--- src/inc/slp_pkg.sv ---
// ****************************************************************
// serial/lin pin function mux constants
// ****************************************************************
package slp_pkg;
    // register byte addresses and read-back decode
    localparam logic [31:0] P1_SEL_ADDR = 32'hffff_0d04;
    localparam logic [31:0] P2_SEL_ADDR = 32'hffff_0d08;
    localparam logic [31:0] STATUS_ADDR = 32'hffff_0d0c;

    // reset values, both selects come up in general-purpose mode
    localparam logic [31:0] P1_SEL_RESET = 32'h0000_0000;
    localparam logic [31:0] P2_SEL_RESET = 32'h0000_0000;

    // field positions in the port-1 select register
    localparam int P1_UART_RX_BIT = 0;
    localparam int P1_UART_TX_BIT = 4;

    // field positions in the port-2 select register
    localparam int P2_LIN_TX_IN_BIT  = 0;
    localparam int P2_LIN_RX_OUT_BIT = 4;
    localparam int P2_LIN_RX_EN_BIT  = 16;
    localparam int P2_UART_TX_LIN_BIT = 20;

    // writable bits; reserved bits are not stored and read as zero
    localparam logic [31:0] P1_SEL_MASK = 32'h0000_0011;
    localparam logic [31:0] P2_SEL_MASK = 32'h0011_0011;

    // field positions in the status register
    localparam int ST_LIN_TXD_BIT  = 0;
    localparam int ST_LIN_RXD_BIT  = 1;
    localparam int ST_UART_RX_BIT  = 2;

    // pin indices inside the pin vectors
    localparam int PIN_COUNT      = 4;
    localparam int PIN_UART_RX    = 0;
    localparam int PIN_UART_TX    = 1;
    localparam int PIN_LIN_TX_IN  = 2;
    localparam int PIN_LIN_RX_OUT = 3;

    // serial lines idle high (recessive)
    localparam logic LINE_IDLE = 1'b1;
endpackage

--- src/inc/slp_route_if.sv ---
`timescale 1ns/1ns
`default_nettype none
// ****************************************************************
// per-pin routing between main block and pin mux
// ****************************************************************
interface slp_route_if #(
    parameter int N = 4
);
    logic [N-1:0] sel;
    logic [N-1:0] funcOut;
    logic [N-1:0] funcDrive;
    logic [N-1:0] gpioOut;
    logic [N-1:0] gpioOeN;
    logic [N-1:0] pinOut;
    logic [N-1:0] pinOeN;

    // main block supplies selects and sources, mux returns pin values
    modport ctrl (output sel, output funcOut, output funcDrive,
                  output gpioOut, output gpioOeN, input pinOut, input pinOeN);
    modport mux  (input sel, input funcOut, input funcDrive,
                  input gpioOut, input gpioOeN, output pinOut, output pinOeN);
endinterface
`default_nettype wire
--- src/design/slp_pin_mux.sv ---
`timescale 1ns/1ns
`default_nettype none
module slp_pin_mux (
    // clock and reset
    input  wire  logic        clk,
    input  wire  logic        rstn,
    // register port
    input  wire  logic [31:0] regAddr,
    input  wire  logic [31:0] regWdata,
    input  wire  logic        regWr,
    input  wire  logic        regRd,
    output var   logic [31:0] regRdata,
    // general-purpose port side, pin order rx, tx, lin-in, lin-out
    input  wire  logic [3:0]  gpioOut,
    input  wire  logic [3:0]  gpioOeN,
    input  wire  logic        linTxPad,
    // pins
    input  wire  logic [3:0]  pinIn,
    output var   logic [3:0]  pinOut,
    output var   logic [3:0]  pinOeN,
    // uart
    input  wire  logic        uartTx,
    output var   logic        uartRx,
    // lin transceiver and sync logic
    input  wire  logic        linRxd,
    output var   logic        linTxd,
    output var   logic        linSyncRx,
    output var   logic        linDiagEn
);
    // ****************************************************************
    // registers
    // ****************************************************************
    logic [31:0] p1Sel_r;
    logic [31:0] p1Sel_nxt;
    logic [31:0] p2Sel_r;
    logic [31:0] p2Sel_nxt;
    logic [31:0] rdata_r;
    logic [31:0] rdata_nxt;
    logic [31:0] status;

    // reserved bits are masked off, so a careless write cannot alter routing
    always_comb begin
        p1Sel_nxt = p1Sel_r;
        p2Sel_nxt = p2Sel_r;
        rdata_nxt = 32'h0000_0000;
        if (regWr && regAddr == slp_pkg::P1_SEL_ADDR) begin
            p1Sel_nxt = regWdata & slp_pkg::P1_SEL_MASK;
        end
        if (regWr && regAddr == slp_pkg::P2_SEL_ADDR) begin
            p2Sel_nxt = regWdata & slp_pkg::P2_SEL_MASK;
        end
        if (regRd) begin
            unique case (regAddr)
                slp_pkg::P1_SEL_ADDR: rdata_nxt = p1Sel_r;
                slp_pkg::P2_SEL_ADDR: rdata_nxt = p2Sel_r;
                slp_pkg::STATUS_ADDR: rdata_nxt = status;
                default:              rdata_nxt = 32'h0000_0000;
            endcase
        end
    end

    // status shows the lines as the block currently drives and sees them
    always_comb begin
        status = 32'h0000_0000;
        status[slp_pkg::ST_LIN_TXD_BIT] = linTxd;
        status[slp_pkg::ST_LIN_RXD_BIT] = linRxd;
        status[slp_pkg::ST_UART_RX_BIT] = uartRx;
    end

    always_ff @(posedge clk or negedge rstn) begin
        if (!rstn) begin
            p1Sel_r <= slp_pkg::P1_SEL_RESET;
            p2Sel_r <= slp_pkg::P2_SEL_RESET;
            rdata_r <= 32'h0000_0000;
        end else begin
            p1Sel_r <= p1Sel_nxt;
            p2Sel_r <= p2Sel_nxt;
            rdata_r <= rdata_nxt;
        end
    end

    assign regRdata = rdata_r;

    // ****************************************************************
    // pin routing
    // ****************************************************************
    slp_route_if #(.N(slp_pkg::PIN_COUNT)) rt ();

    logic selUartRx;
    logic selUartTx;
    logic selLinTxIn;
    logic selLinRxOut;
    logic linRxEn;
    logic uartTxToLin;

    // decoded select fields
    always_comb begin
        selUartRx   = p1Sel_r[slp_pkg::P1_UART_RX_BIT];
        selUartTx   = p1Sel_r[slp_pkg::P1_UART_TX_BIT];
        selLinTxIn  = p2Sel_r[slp_pkg::P2_LIN_TX_IN_BIT];
        selLinRxOut = p2Sel_r[slp_pkg::P2_LIN_RX_OUT_BIT];
        linRxEn     = p2Sel_r[slp_pkg::P2_LIN_RX_EN_BIT];
        uartTxToLin = p2Sel_r[slp_pkg::P2_UART_TX_LIN_BIT];
    end

    always_comb begin
        rt.sel = '0;
        rt.sel[slp_pkg::PIN_UART_RX]    = selUartRx;
        rt.sel[slp_pkg::PIN_UART_TX]    = selUartTx;
        rt.sel[slp_pkg::PIN_LIN_TX_IN]  = selLinTxIn;
        rt.sel[slp_pkg::PIN_LIN_RX_OUT] = selLinRxOut;
    end

    // input-function pins are released, output-function pins driven
    always_comb begin
        rt.funcOut   = '0;
        rt.funcDrive = '0;
        rt.funcOut[slp_pkg::PIN_UART_TX]      = uartTx;
        rt.funcDrive[slp_pkg::PIN_UART_TX]    = 1'b1;
        rt.funcOut[slp_pkg::PIN_LIN_RX_OUT]   = linRxd;
        rt.funcDrive[slp_pkg::PIN_LIN_RX_OUT] = 1'b1;
        rt.gpioOut = gpioOut;
        rt.gpioOeN = gpioOeN;
    end

    slp_pin_select #(.N(slp_pkg::PIN_COUNT)) uSel (
        .rt (rt.mux)
    );

    // ****************************************************************
    // serial and lin line routing, all outputs registered
    // ****************************************************************
    logic [3:0] pinOut_r;
    logic [3:0] pinOeN_r;
    logic       uartRx_r;
    logic       uartRx_nxt;
    logic       linTxd_r;
    logic       linTxd_nxt;
    logic       linSyncRx_r;
    logic       linSyncRx_nxt;
    logic       linDiagEn_r;
    logic       linDiagEn_nxt;

    // standalone pin input beats the uart path so an external master always
    // owns the line in that mode; lin receive beats the uart rx pin likewise
    always_comb begin
        if (selLinTxIn) begin
            linTxd_nxt = pinIn[slp_pkg::PIN_LIN_TX_IN];
        end else if (uartTxToLin) begin
            linTxd_nxt = uartTx;
        end else begin
            linTxd_nxt = linTxPad;
        end
        if (linRxEn) begin
            uartRx_nxt    = linRxd;
            linSyncRx_nxt = linRxd;
        end else if (selUartRx) begin
            uartRx_nxt    = pinIn[slp_pkg::PIN_UART_RX];
            linSyncRx_nxt = slp_pkg::LINE_IDLE;
        end else begin
            uartRx_nxt    = slp_pkg::LINE_IDLE;
            linSyncRx_nxt = slp_pkg::LINE_IDLE;
        end
        linDiagEn_nxt = ~linRxEn;
    end

    // pins reset released, serial lines reset idle
    always_ff @(posedge clk or negedge rstn) begin
        if (!rstn) begin
            pinOut_r    <= 4'h0;
            pinOeN_r    <= 4'hf;
            uartRx_r    <= 1'b1;
            linTxd_r    <= 1'b1;
            linSyncRx_r <= 1'b1;
            linDiagEn_r <= 1'b1;
        end else begin
            pinOut_r    <= rt.pinOut;
            pinOeN_r    <= rt.pinOeN;
            uartRx_r    <= uartRx_nxt;
            linTxd_r    <= linTxd_nxt;
            linSyncRx_r <= linSyncRx_nxt;
            linDiagEn_r <= linDiagEn_nxt;
        end
    end

    assign pinOut    = pinOut_r;
    assign pinOeN    = pinOeN_r;
    assign uartRx    = uartRx_r;
    assign linTxd    = linTxd_r;
    assign linSyncRx = linSyncRx_r;
    assign linDiagEn = linDiagEn_r;

    // ****************************************************************
    // checks
    // ****************************************************************
    // uart tx pin
    uart_tx_pin_a: assert property (@(posedge clk) disable iff (!rstn)
        $past(selUartTx) |-> pinOut[1] == $past(uartTx) && !pinOeN[1])
        else $error("uart tx pin not carrying uart data");
    uart_rx_pin_a: assert property (@(posedge clk) disable iff (!rstn)
        $past(selUartRx && !linRxEn) |-> uartRx == $past(pinIn[0]) && pinOeN[0])
        else $error("uart rx not taken from its pin");
    lin_tx_pad_a: assert property (@(posedge clk) disable iff (!rstn)
        $past(rstn && !uartTxToLin && !selLinTxIn) |-> linTxd == $past(linTxPad))
        else $error("lin transmit not from internal pad");
    uart_to_lin_a: assert property (@(posedge clk) disable iff (!rstn)
        $past(uartTxToLin && !selLinTxIn) |-> linTxd == $past(uartTx))
        else $error("uart transmit not routed to lin");
    lin_rx_off_a: assert property (@(posedge clk) disable iff (!rstn)
        $past(!linRxEn) |-> linSyncRx && linDiagEn)
        else $error("lin receive path not disabled");
    lin_rx_fan_a: assert property (@(posedge clk) disable iff (!rstn)
        $past(linRxEn) |-> uartRx == $past(linRxd) && linSyncRx == $past(linRxd)
                           && !linDiagEn)
        else $error("lin receive not fed to uart and sync");
    lin_rx_out_a: assert property (@(posedge clk) disable iff (!rstn)
        $past(selLinRxOut) |-> pinOut[3] == $past(linRxd) && !pinOeN[3])
        else $error("lin receive not driven on its pin");
    lin_tx_in_a: assert property (@(posedge clk) disable iff (!rstn)
        $past(selLinTxIn) |-> linTxd == $past(pinIn[2]) && pinOeN[2])
        else $error("lin transmit pin not passed through");
    gpio_reset_a: assert property (@(posedge clk) disable iff (!rstn)
        $rose(rstn) ##1 (p2Sel_r == 32'h0000_0000) |-> pinOut == $past(gpioOut)
                                                  || $past(p1Sel_r) != 32'h0000_0000)
        else $error("pins not gpio after reset");
endmodule
`default_nettype wire

--- src/design/slp_pin_select.sv ---
`timescale 1ns/1ns
`default_nettype none
// ****************************************************************
// per-pin choice between general-purpose and peripheral function
// ****************************************************************
module slp_pin_select #(
    parameter int N = 4
) (
    // routing group
    slp_route_if.mux rt
);
    // one identical mux per pin; oe is active low, 0 means driven
    for (genvar i = 0; i < N; i++) begin : gPin
        always_comb begin
            if (rt.sel[i]) begin
                rt.pinOut[i] = rt.funcOut[i];
                rt.pinOeN[i] = ~rt.funcDrive[i];
            end else begin
                rt.pinOut[i] = rt.gpioOut[i];
                rt.pinOeN[i] = rt.gpioOeN[i];
            end
        end
    end
endmodule
`default_nettype wire

--- config.mk ---
export PLATFORM = sky130hd
export DESIGN_NAME = slp_pin_mux
export DESIGN_NICKNAME = d
export VERILOG_FILES = /design/src/inc/slp_pkg.sv /design/src/inc/slp_route_if.sv /design/src/design/slp_pin_mux.sv /design/src/design/slp_pin_select.sv
export SDC_FILE = /design/constraint.sdc
export NUM_CORES = 1
export LEC_CHECK = 0
export BUFFER_PORTS_ARGS = -buffer_cell sky130_fd_sc_hd__buf_4
export CELL_PAD_IN_SITES_DETAIL_PLACEMENT = 0
export CELL_PAD_IN_SITES_GLOBAL_PLACEMENT = 1
export CORE_ASPECT_RATIO = 1.75
export CORE_MARGIN = 1
export CORE_UTILIZATION = 25
export DETAILED_ROUTE_END_ITERATION = 16
export GPL_ROUTABILITY_DRIVEN = 0
export GPL_TIMING_DRIVEN = 1
export PLACE_DENSITY_LB_ADDON = 0.1
export REMOVE_ABC_BUFFERS = 1
export SLEW_MARGIN = 20
export SYNTH_ARGS = -nofsm -noshare
export SYNTH_HDL_FRONTEND = slang
export SYNTH_SLANG_ARGS = --single-unit
export TNS_END_PERCENT = 1
--- constraint.sdc ---
create_clock -name clk -period 2.4 [get_ports clk]
set_input_delay 0.36 -clock clk [delete_from_list [all_inputs] [get_ports clk]]
set_output_delay 0.36 -clock clk [all_outputs]
set_load 0.05 [all_outputs]
Yosys cells after proc, flatten, opt, wreduce, memory -nomap -nowiden:

Index checks and enable logic that the tools add are counted.

* $add $sub $neg: 0
* multipliers: 0
* div/mod/pow operators: 0
* magnitude comparators: 0
* equal/unequal tests: 3
* shifts and indexed selects: 0
* mux-type cells: 15
* bitwise gates (word level): 1
* reductions and logical operators: 2

Operators by type and width (count)
* equality test 32 bit (second input constant): 3
* case mux 21 bit (3 select lines): 1
* 2-to-1 mux 32 bit: 1
* 2-to-1 mux 1 bit: 13
* logical AND 1 bit: 2
* inverter 1 bit: 1

* flip-flop bits (word level): 50
* latch bits: 0
* memory bits (writable): 0
* bits in read-only memories: 0
* bits of input ports: 83
* output and inout bits: 44
* memories: 0

Depth between registers and ports, before layout:

Gate-level depths: netlist of the first run.

* word-level depth: 3
* mapped depth: 4
* mapped depth without buffers: 4

Cells and area by module:

From an unflattened synthesis of the first run, not the netlist that was laid out.

* cell total of the unflattened synthesis: 103
* area, all modules: 1265.0 sq um

By module, submodules not included
* slp_pin_mux: times used 1, cells each 91, area an instance 1149.9 sq um, seq. area each 610.6 sq um
* slp_pin_select: times used 1, cells each 12, area an instance 115.1 sq um, seq. area each 0.0 sq um

Worst setup path before layout of the first run:

Ideal clock, no wire load.

* path kind: in2reg
* from: in regAddr[7]
* to: reg p2Sel_r[16]
* library setup time: 0.128 ns
* arrival: 1.650 ns
* slack: 0.622 ns
* stages on the path: 4
* path buffers: 0
* cells stage by stage: or4b_4 -> nor4_4 -> nand4_2 -> mux2_1

* word-level cells in the longest chain between the ends: 2

RTL lines
* start: declaration: line slp_pin_mux.sv:8 `input wire logic [31:0] regAddr,`
* equality test 32 bit: line slp_pin_mux.sv:49 `if (regWr && regAddr == slp_pkg::P2_SEL_ADDR) begin`
* logical AND 1 bit: line slp_pin_mux.sv:49
* end signal: assignment: line slp_pin_mux.sv:73 `p2Sel_r <= slp_pkg::P2_SEL_RESET;`
* end signal: assignment: line slp_pin_mux.sv:77 `p2Sel_r <= p2Sel_nxt;`
* end: declaration: line slp_pin_mux.sv:35 `logic [31:0] p2Sel_r;`

Every way passes these cells.
A chain may end at the register's enable or synchronous reset.

Final worst setup path of the first run:

* from: in regAddr[7]
* to: reg p2Sel_r[20]

The elaborated chain is that of the path after synthesis.

==> results of run 1 <==
## power breakdown
group	internal, mW	switching [mW]
logic	0.0758	0.149
registers	0.415	0.00235
clock network	0.118	0.124
total	0.610	0.276
## cell usage after synthesis
| library cell | count | area share, % |
|---|---|---|
| buf_4 | 26 | 16 |
| dfrtp_1 | 16 | 33 |
| dfstp_2 | 8 | 17 |
| nor2b_1 | 8 | 4.1 |
| mux2_2 | 7 | 6.5 |
| nand4b_1 | 3 | 2.2 |
| a22oi_1 | 2 | 1.2 |
| and3_1 | 2 | 1.0 |
| and4_1 | 2 | 1.5 |
| mux2_1 | 2 | 1.9 |
| nand4_1 | 2 | 1.0 |
| nor4_1 | 2 | 1.0 |
| or2_2 | 2 | 1.0 |
| a21boi_0 | 1 | 0.62 |
| and2_1 | 1 | 0.52 |
| conb_1 | 1 | 0.31 |
| inv_1 | 1 | 0.31 |
| mux2i_1 | 1 | 0.83 |
| nand2_1 | 1 | 0.31 |
| nand2b_1 | 1 | 0.52 |
| nand3b_1 | 1 | 0.62 |
| nand4_2 | 1 | 1.0 |
| nand4bb_1 | 1 | 0.93 |
| nand4bb_2 | 1 | 1.3 |
| nor2_1 | 1 | 0.31 |
| nor4_4 | 1 | 1.8 |
| o21ai_0 | 1 | 0.41 |
| or2b_1 | 1 | 0.62 |
| or4b_4 | 1 | 1.1 |
## cell families (layout without fill, tap and decap cells)
group           count (synthesis)  in the layout  synth area share (%)
simple gates                   32             32                  21.1
buf+inv                        27             77                  16.5
flops                          24             24                  50.6
mux                            10             10                  9.23
compound gates                  4              4                  2.28
other cells                     1             26                 0.311
## layout make-up
class	count	area, um2	area share [%]
repair buffers	72	543	30.9
flip-flops and latches	24	611	34.7
well taps	52	65.1	3.70
clock buffers	4	45.0	2.56
multi-input cells	72	490	27.9
inverters	1	3.75	0.214
## worst max path at each step
stage | from | to | slack [ns] | depth (start not counted)
detailed placement | regAddr[7] | p2Sel_r[20] | 0.40 | 5
finish | regAddr[7] | p2Sel_r[20] | 0.71 | 5
CTS | regAddr[7] | p2Sel_r[20] | 0.68 | 5
global placement | regAddr[7] | p2Sel_r[20] | 0.39 | 5
global route | regAddr[7] | p2Sel_r[20] | 0.64 | 5
floorplan | regAddr[7] | p2Sel_r[16] | 0.62 | 4
## per-layer routing
layer | share of wire (%) | track usage [%]
met5 | 0 | 0
met4 | 1.4 | 5.77
met1 | 33 | 11.0
met2 | 57 | 18.6
met3 | 8.6 | 1.46
## per-stage QoR
step | setup slack [ns] | std cells
final | 0.708 | 225
after global routing | 0.639 | 225
after CTS | 0.682 | 225
after detailed placement | 0.397 | 220
after global placement | 0.389 | 220
after floorplan | 0.622 | 97
## flip-flops by register name, summed over array words and instances, names as in the netlist
signal	count
pinOut	4
pinOeN	4
uartRx	1
linTxd	1
linSyncRx	1
p2Sel_r	4
linDiagEn	1
p1Sel_r	2
regRdata	6
## timing repair
action / 4_1_cts / 5_1_grt
endpoints found under the hold margin: 16 / 0
endpoints found under the setup margin: 0 / 0
hold buffers: 1 / 0
==> metrics, run 1 <==
Peak supply drop=around 290 uV; first-pass GRT wire length=between 3000 and 4000 um; WL/cell=11.3 um; WS Path Type=primary input to register; Worst-path clk slew=about 0.080 ns; Post-DRT Antenna Nets=0; CP Launch Type=primary input; core area=4670 um2; Iteration-0 DRC Markers=9; worst r2r src=p1Sel_r[0]; Clock Path Buffers=2; IO Port Bufs=70; endpoint of the worst register-to-register path=regRdata[0]; Clk Latency, worst-skew pair=0.26 ns; Overall Power=885 uW; required time of the critical path=2.55 ns; fraction of layout cells with a size suffix above 1=54.9%; hold path endpoint=pinOeN[2]; H-tree levels=1; critical hold path startpoint=gpioOeN[2]; Max Cap Viol=0; Via-to-Cell Ratio=4.18; CP endpoint kind=register; crit path time final=1.69 ns; pins over their slew limit=0; Final Hold Fails=0; Mapped Avg Cell Area=approximately 12 um2; setup TNS=0 ns; WL final=2550 um; Syn Inst Count=about 100; slowest stage delay, CP=0.55 ns; Clock Skew=0.00181 ns; setup bufs post-CTS=0; drt pass-1 iters=4; total CTS buffers=3; ANT cells=0; Cell Rows=33; die extent in x=54.5 um; Bufs and invs on worst path=1; Final setup viols=0; fin nets=~260; global router's overall resource usage=10.4%; clk root buf=clkbuf_8; fin area=1760 um2; # IOs=between 100 and 150; Peak Freq=0.591 GHz; Crit Path Max Fanout=4; r2r worst-path depth=3; delay-heaviest family, CP=simple AND/OR/NAND/NOR gates; total die area=5120 um2; largest net degree at the start of global routing=25; Unique masters post-synth=29; sequential-to-total area share from yosys stat=50.6%; crit path DAT=around 1.8 ns; CTS tree=yes; clock sinks=24; leak pwr=about 0.91 nW; post_cts resized=0; flops & latches, synth=24; area grow syn2layout=45.7%; GR Overflow Total=0; status=finished clean; Die Y-Extent=93.9 um; Initial Utilization=25.9%; final core utilization=37.7%; vias in the first global route=891; hold crit path type=primary input to register; # fillers=~500; Netlist Area Pre-Place=roughly 1200 um2; fin crit share=a little over two thirds; hold slack=0.285 ns; Hold Path Depth=2; via count=940; synth warn=0; CP Cell Sequence=buf_4, or4b_4, nor4_4, nand4_2, mux2_1; hpwl dp=2170 um; RSZ-0062 raised after global routing=false; initial antenna violation count=0; commonest non-fill, non-tap cell in the layout=buf_4; Post-DP Area=1700 um2; most frequent cells in the layout=buf_4, conb_1, dfrtp_1; CP max stage cell=or4b_4; DRC viols=0; pwr/cell area=503 nW/um2; R2R setup slack=1.39 ns
No activity file was read; power rests on OpenSTA's default activity.
==> run 2, diff against run 1 <==
--- a/config.mk
+++ b/config.mk
@@ -10,7 +10,7 @@
 export CELL_PAD_IN_SITES_GLOBAL_PLACEMENT = 1
 export CORE_ASPECT_RATIO = 1.75
 export CORE_MARGIN = 1
-export CORE_UTILIZATION = 25
+export CORE_UTILIZATION = 23
 export DETAILED_ROUTE_END_ITERATION = 16
 export GPL_ROUTABILITY_DRIVEN = 0
 export GPL_TIMING_DRIVEN = 1
==> constraint.sdc (replaced) <==
create_clock -name clk -period 1.6 [get_ports clk]
set_input_delay 0.24 -clock clk [delete_from_list [all_inputs] [get_ports clk]]
set_output_delay 0.24 -clock clk [all_outputs]
set_load 0.05 [all_outputs]
==> metrics, run 2 (synthesized netlist as in run 1, its figures left out) <==
drt pass-1 iters=10; hold crit path type=primary input to register; Max Cap Viol=0; via count=960; WS Path Type=primary input to register; Clk Latency, worst-skew pair=0.26 ns; Crit Path Max Fanout=4; clk root buf=clkbuf_8; fin crit share=94.5%; Place WS=-0.297 ns; CP endpoint kind=register; failing checks=DRC; RSZ-0062 raised after global routing=false; pins over their slew limit=0; total die area=5550 um2; CP max stage cell=or4b_4; Die Y-Extent=97.8 um; Final Hold Fails=0; ANT cells=0; slowest stage delay, CP=between 0.5 and 0.6 ns; total CTS buffers=3; crit path DAT=around 1.7 ns; Post-DRT Antenna Nets=0; vias in the first global route=998; area grow syn2layout=47.4%; global router's overall resource usage=10.3%; delay-heaviest family, CP=simple AND/OR/NAND/NOR gates; leak pwr=0.906 nW; hpwl dp=2380 um; largest net degree at the start of global routing=25; GR Overflow Total=0; Cell Rows=34; CTS tree=yes; Clock Path Buffers=2; core area=5020 um2; Layout Cells excl Fill=roughly 230; first-pass GRT wire length=4440 um; WL final=2830 um; Via-to-Cell Ratio=4.21; Peak supply drop=301 uV; Bufs and invs on worst path=1; Cell Count Post-Placement=223; status=finished, violations left; clock sinks=24; most frequent cells in the layout=buf_4, conb_1, dfrtp_1; Iteration-0 DRC Markers=14; Final setup viols=0; Clock Skew=between 0.004 and 0.005 ns; CP Cell Sequence=buf_4, or4b_4, nor4_4, nand4_2, mux2_1; WL/cell=12.4 um; initial antenna violation count=0; die extent in x=56.7 um; Worst-path clk slew=about 0.080 ns; DRC viols=8; Peak Freq=0.661 GHz; required time of the critical path=around 1.8 ns; crit path time final=1.51 ns; fraction of layout cells with a size suffix above 1=55.7%; H-tree levels=1; # fillers=between 500 and 600; CP Launch Type=primary input; post_cts resized=0; IO Port Bufs=70; # IOs=127; commonest non-fill, non-tap cell in the layout=buf_4; pwr/cell area=771 nW/um2; max FFs per register=6; PnR worst setup slack=0.0878 ns; fin nets=between 200 and 300; Initial Utilization=between 20% and 30%
[run 2: changes by cell type in the layout (fill, tap and decap cells not counted)]
cell / delta
buf_4: +1
clkbuf_1: -1
clkbuf_8: +1
[run 2: final cells by class]
| type | instances | area [um2] | area share, % |
|---|---|---|---|
| sequential | 24 | 611 | 34.3 |
| inverter | 1 | 3.75 | 0.211 |
| tap | 54 | 67.6 | 3.80 |
| clock buffer | 4 | 55.1 | 3.10 |
| multi-input combinational | 72 | 490 | 27.6 |
| timing repair buffer | 73 | 551 | 31.0 |
[run 2: per-stage QoR]
stage	hold slack (ns)	setup TNS (ns)	power, mW	area (um2)	utilization [%]
6_report	0.169	0	1.37	1780	35.4
2_1_floorplan	-0.0556	-0.155	0.840	1100	-
3_5_place_dp	0.158	-2.26	0.978	1710	34.1
4_1_cts	0.159	0	1.39	1780	35.4
5_1_grt	0.165	0	1.44	1780	35.4
3_3_place_gp	0.153	-1.84	0.975	1710	34.1
[run 2: final timing paths]
path	cells after the start	end	startpoint	slack (ns)
min in group asynchronous	2	pinOut[2]	rstn	0.41
worst max register to register	3	regRdata[0]	p1Sel_r[0]	0.56
max in group asynchronous	2	pinOeN[0]	rstn	0.90
worst min register to register	1	pinOeN[3]	p2Sel_r[4]	0.48
worst min-delay path	2	pinOeN[2]	gpioOeN[2]	0.17
worst max-delay path	5	p2Sel_r[20]	regAddr[7]	0.09
[run 2: per-layer routing]
layer | share of wire, % | track usage (%)
met1 | 31 | 8.65
met2 | 59 | 21.6
met3 | 8.5 | 2.12
met4 | 1.2 | 4.50
met5 | 0 | 0
[run 2: report_power, final]
group / internal [mW] / switching, mW
sequential: 0.623 / 0.00326
combinational: 0.115 / 0.225
clock: 0.219 / 0.184
[run 2: repair_timing]
action | in CTS | in global routing
hold endpoints to repair | 16 | 0
setup buffers | 0 | 0
hold buffers | 1 | 0
setup endpoints to repair | 2 | 0
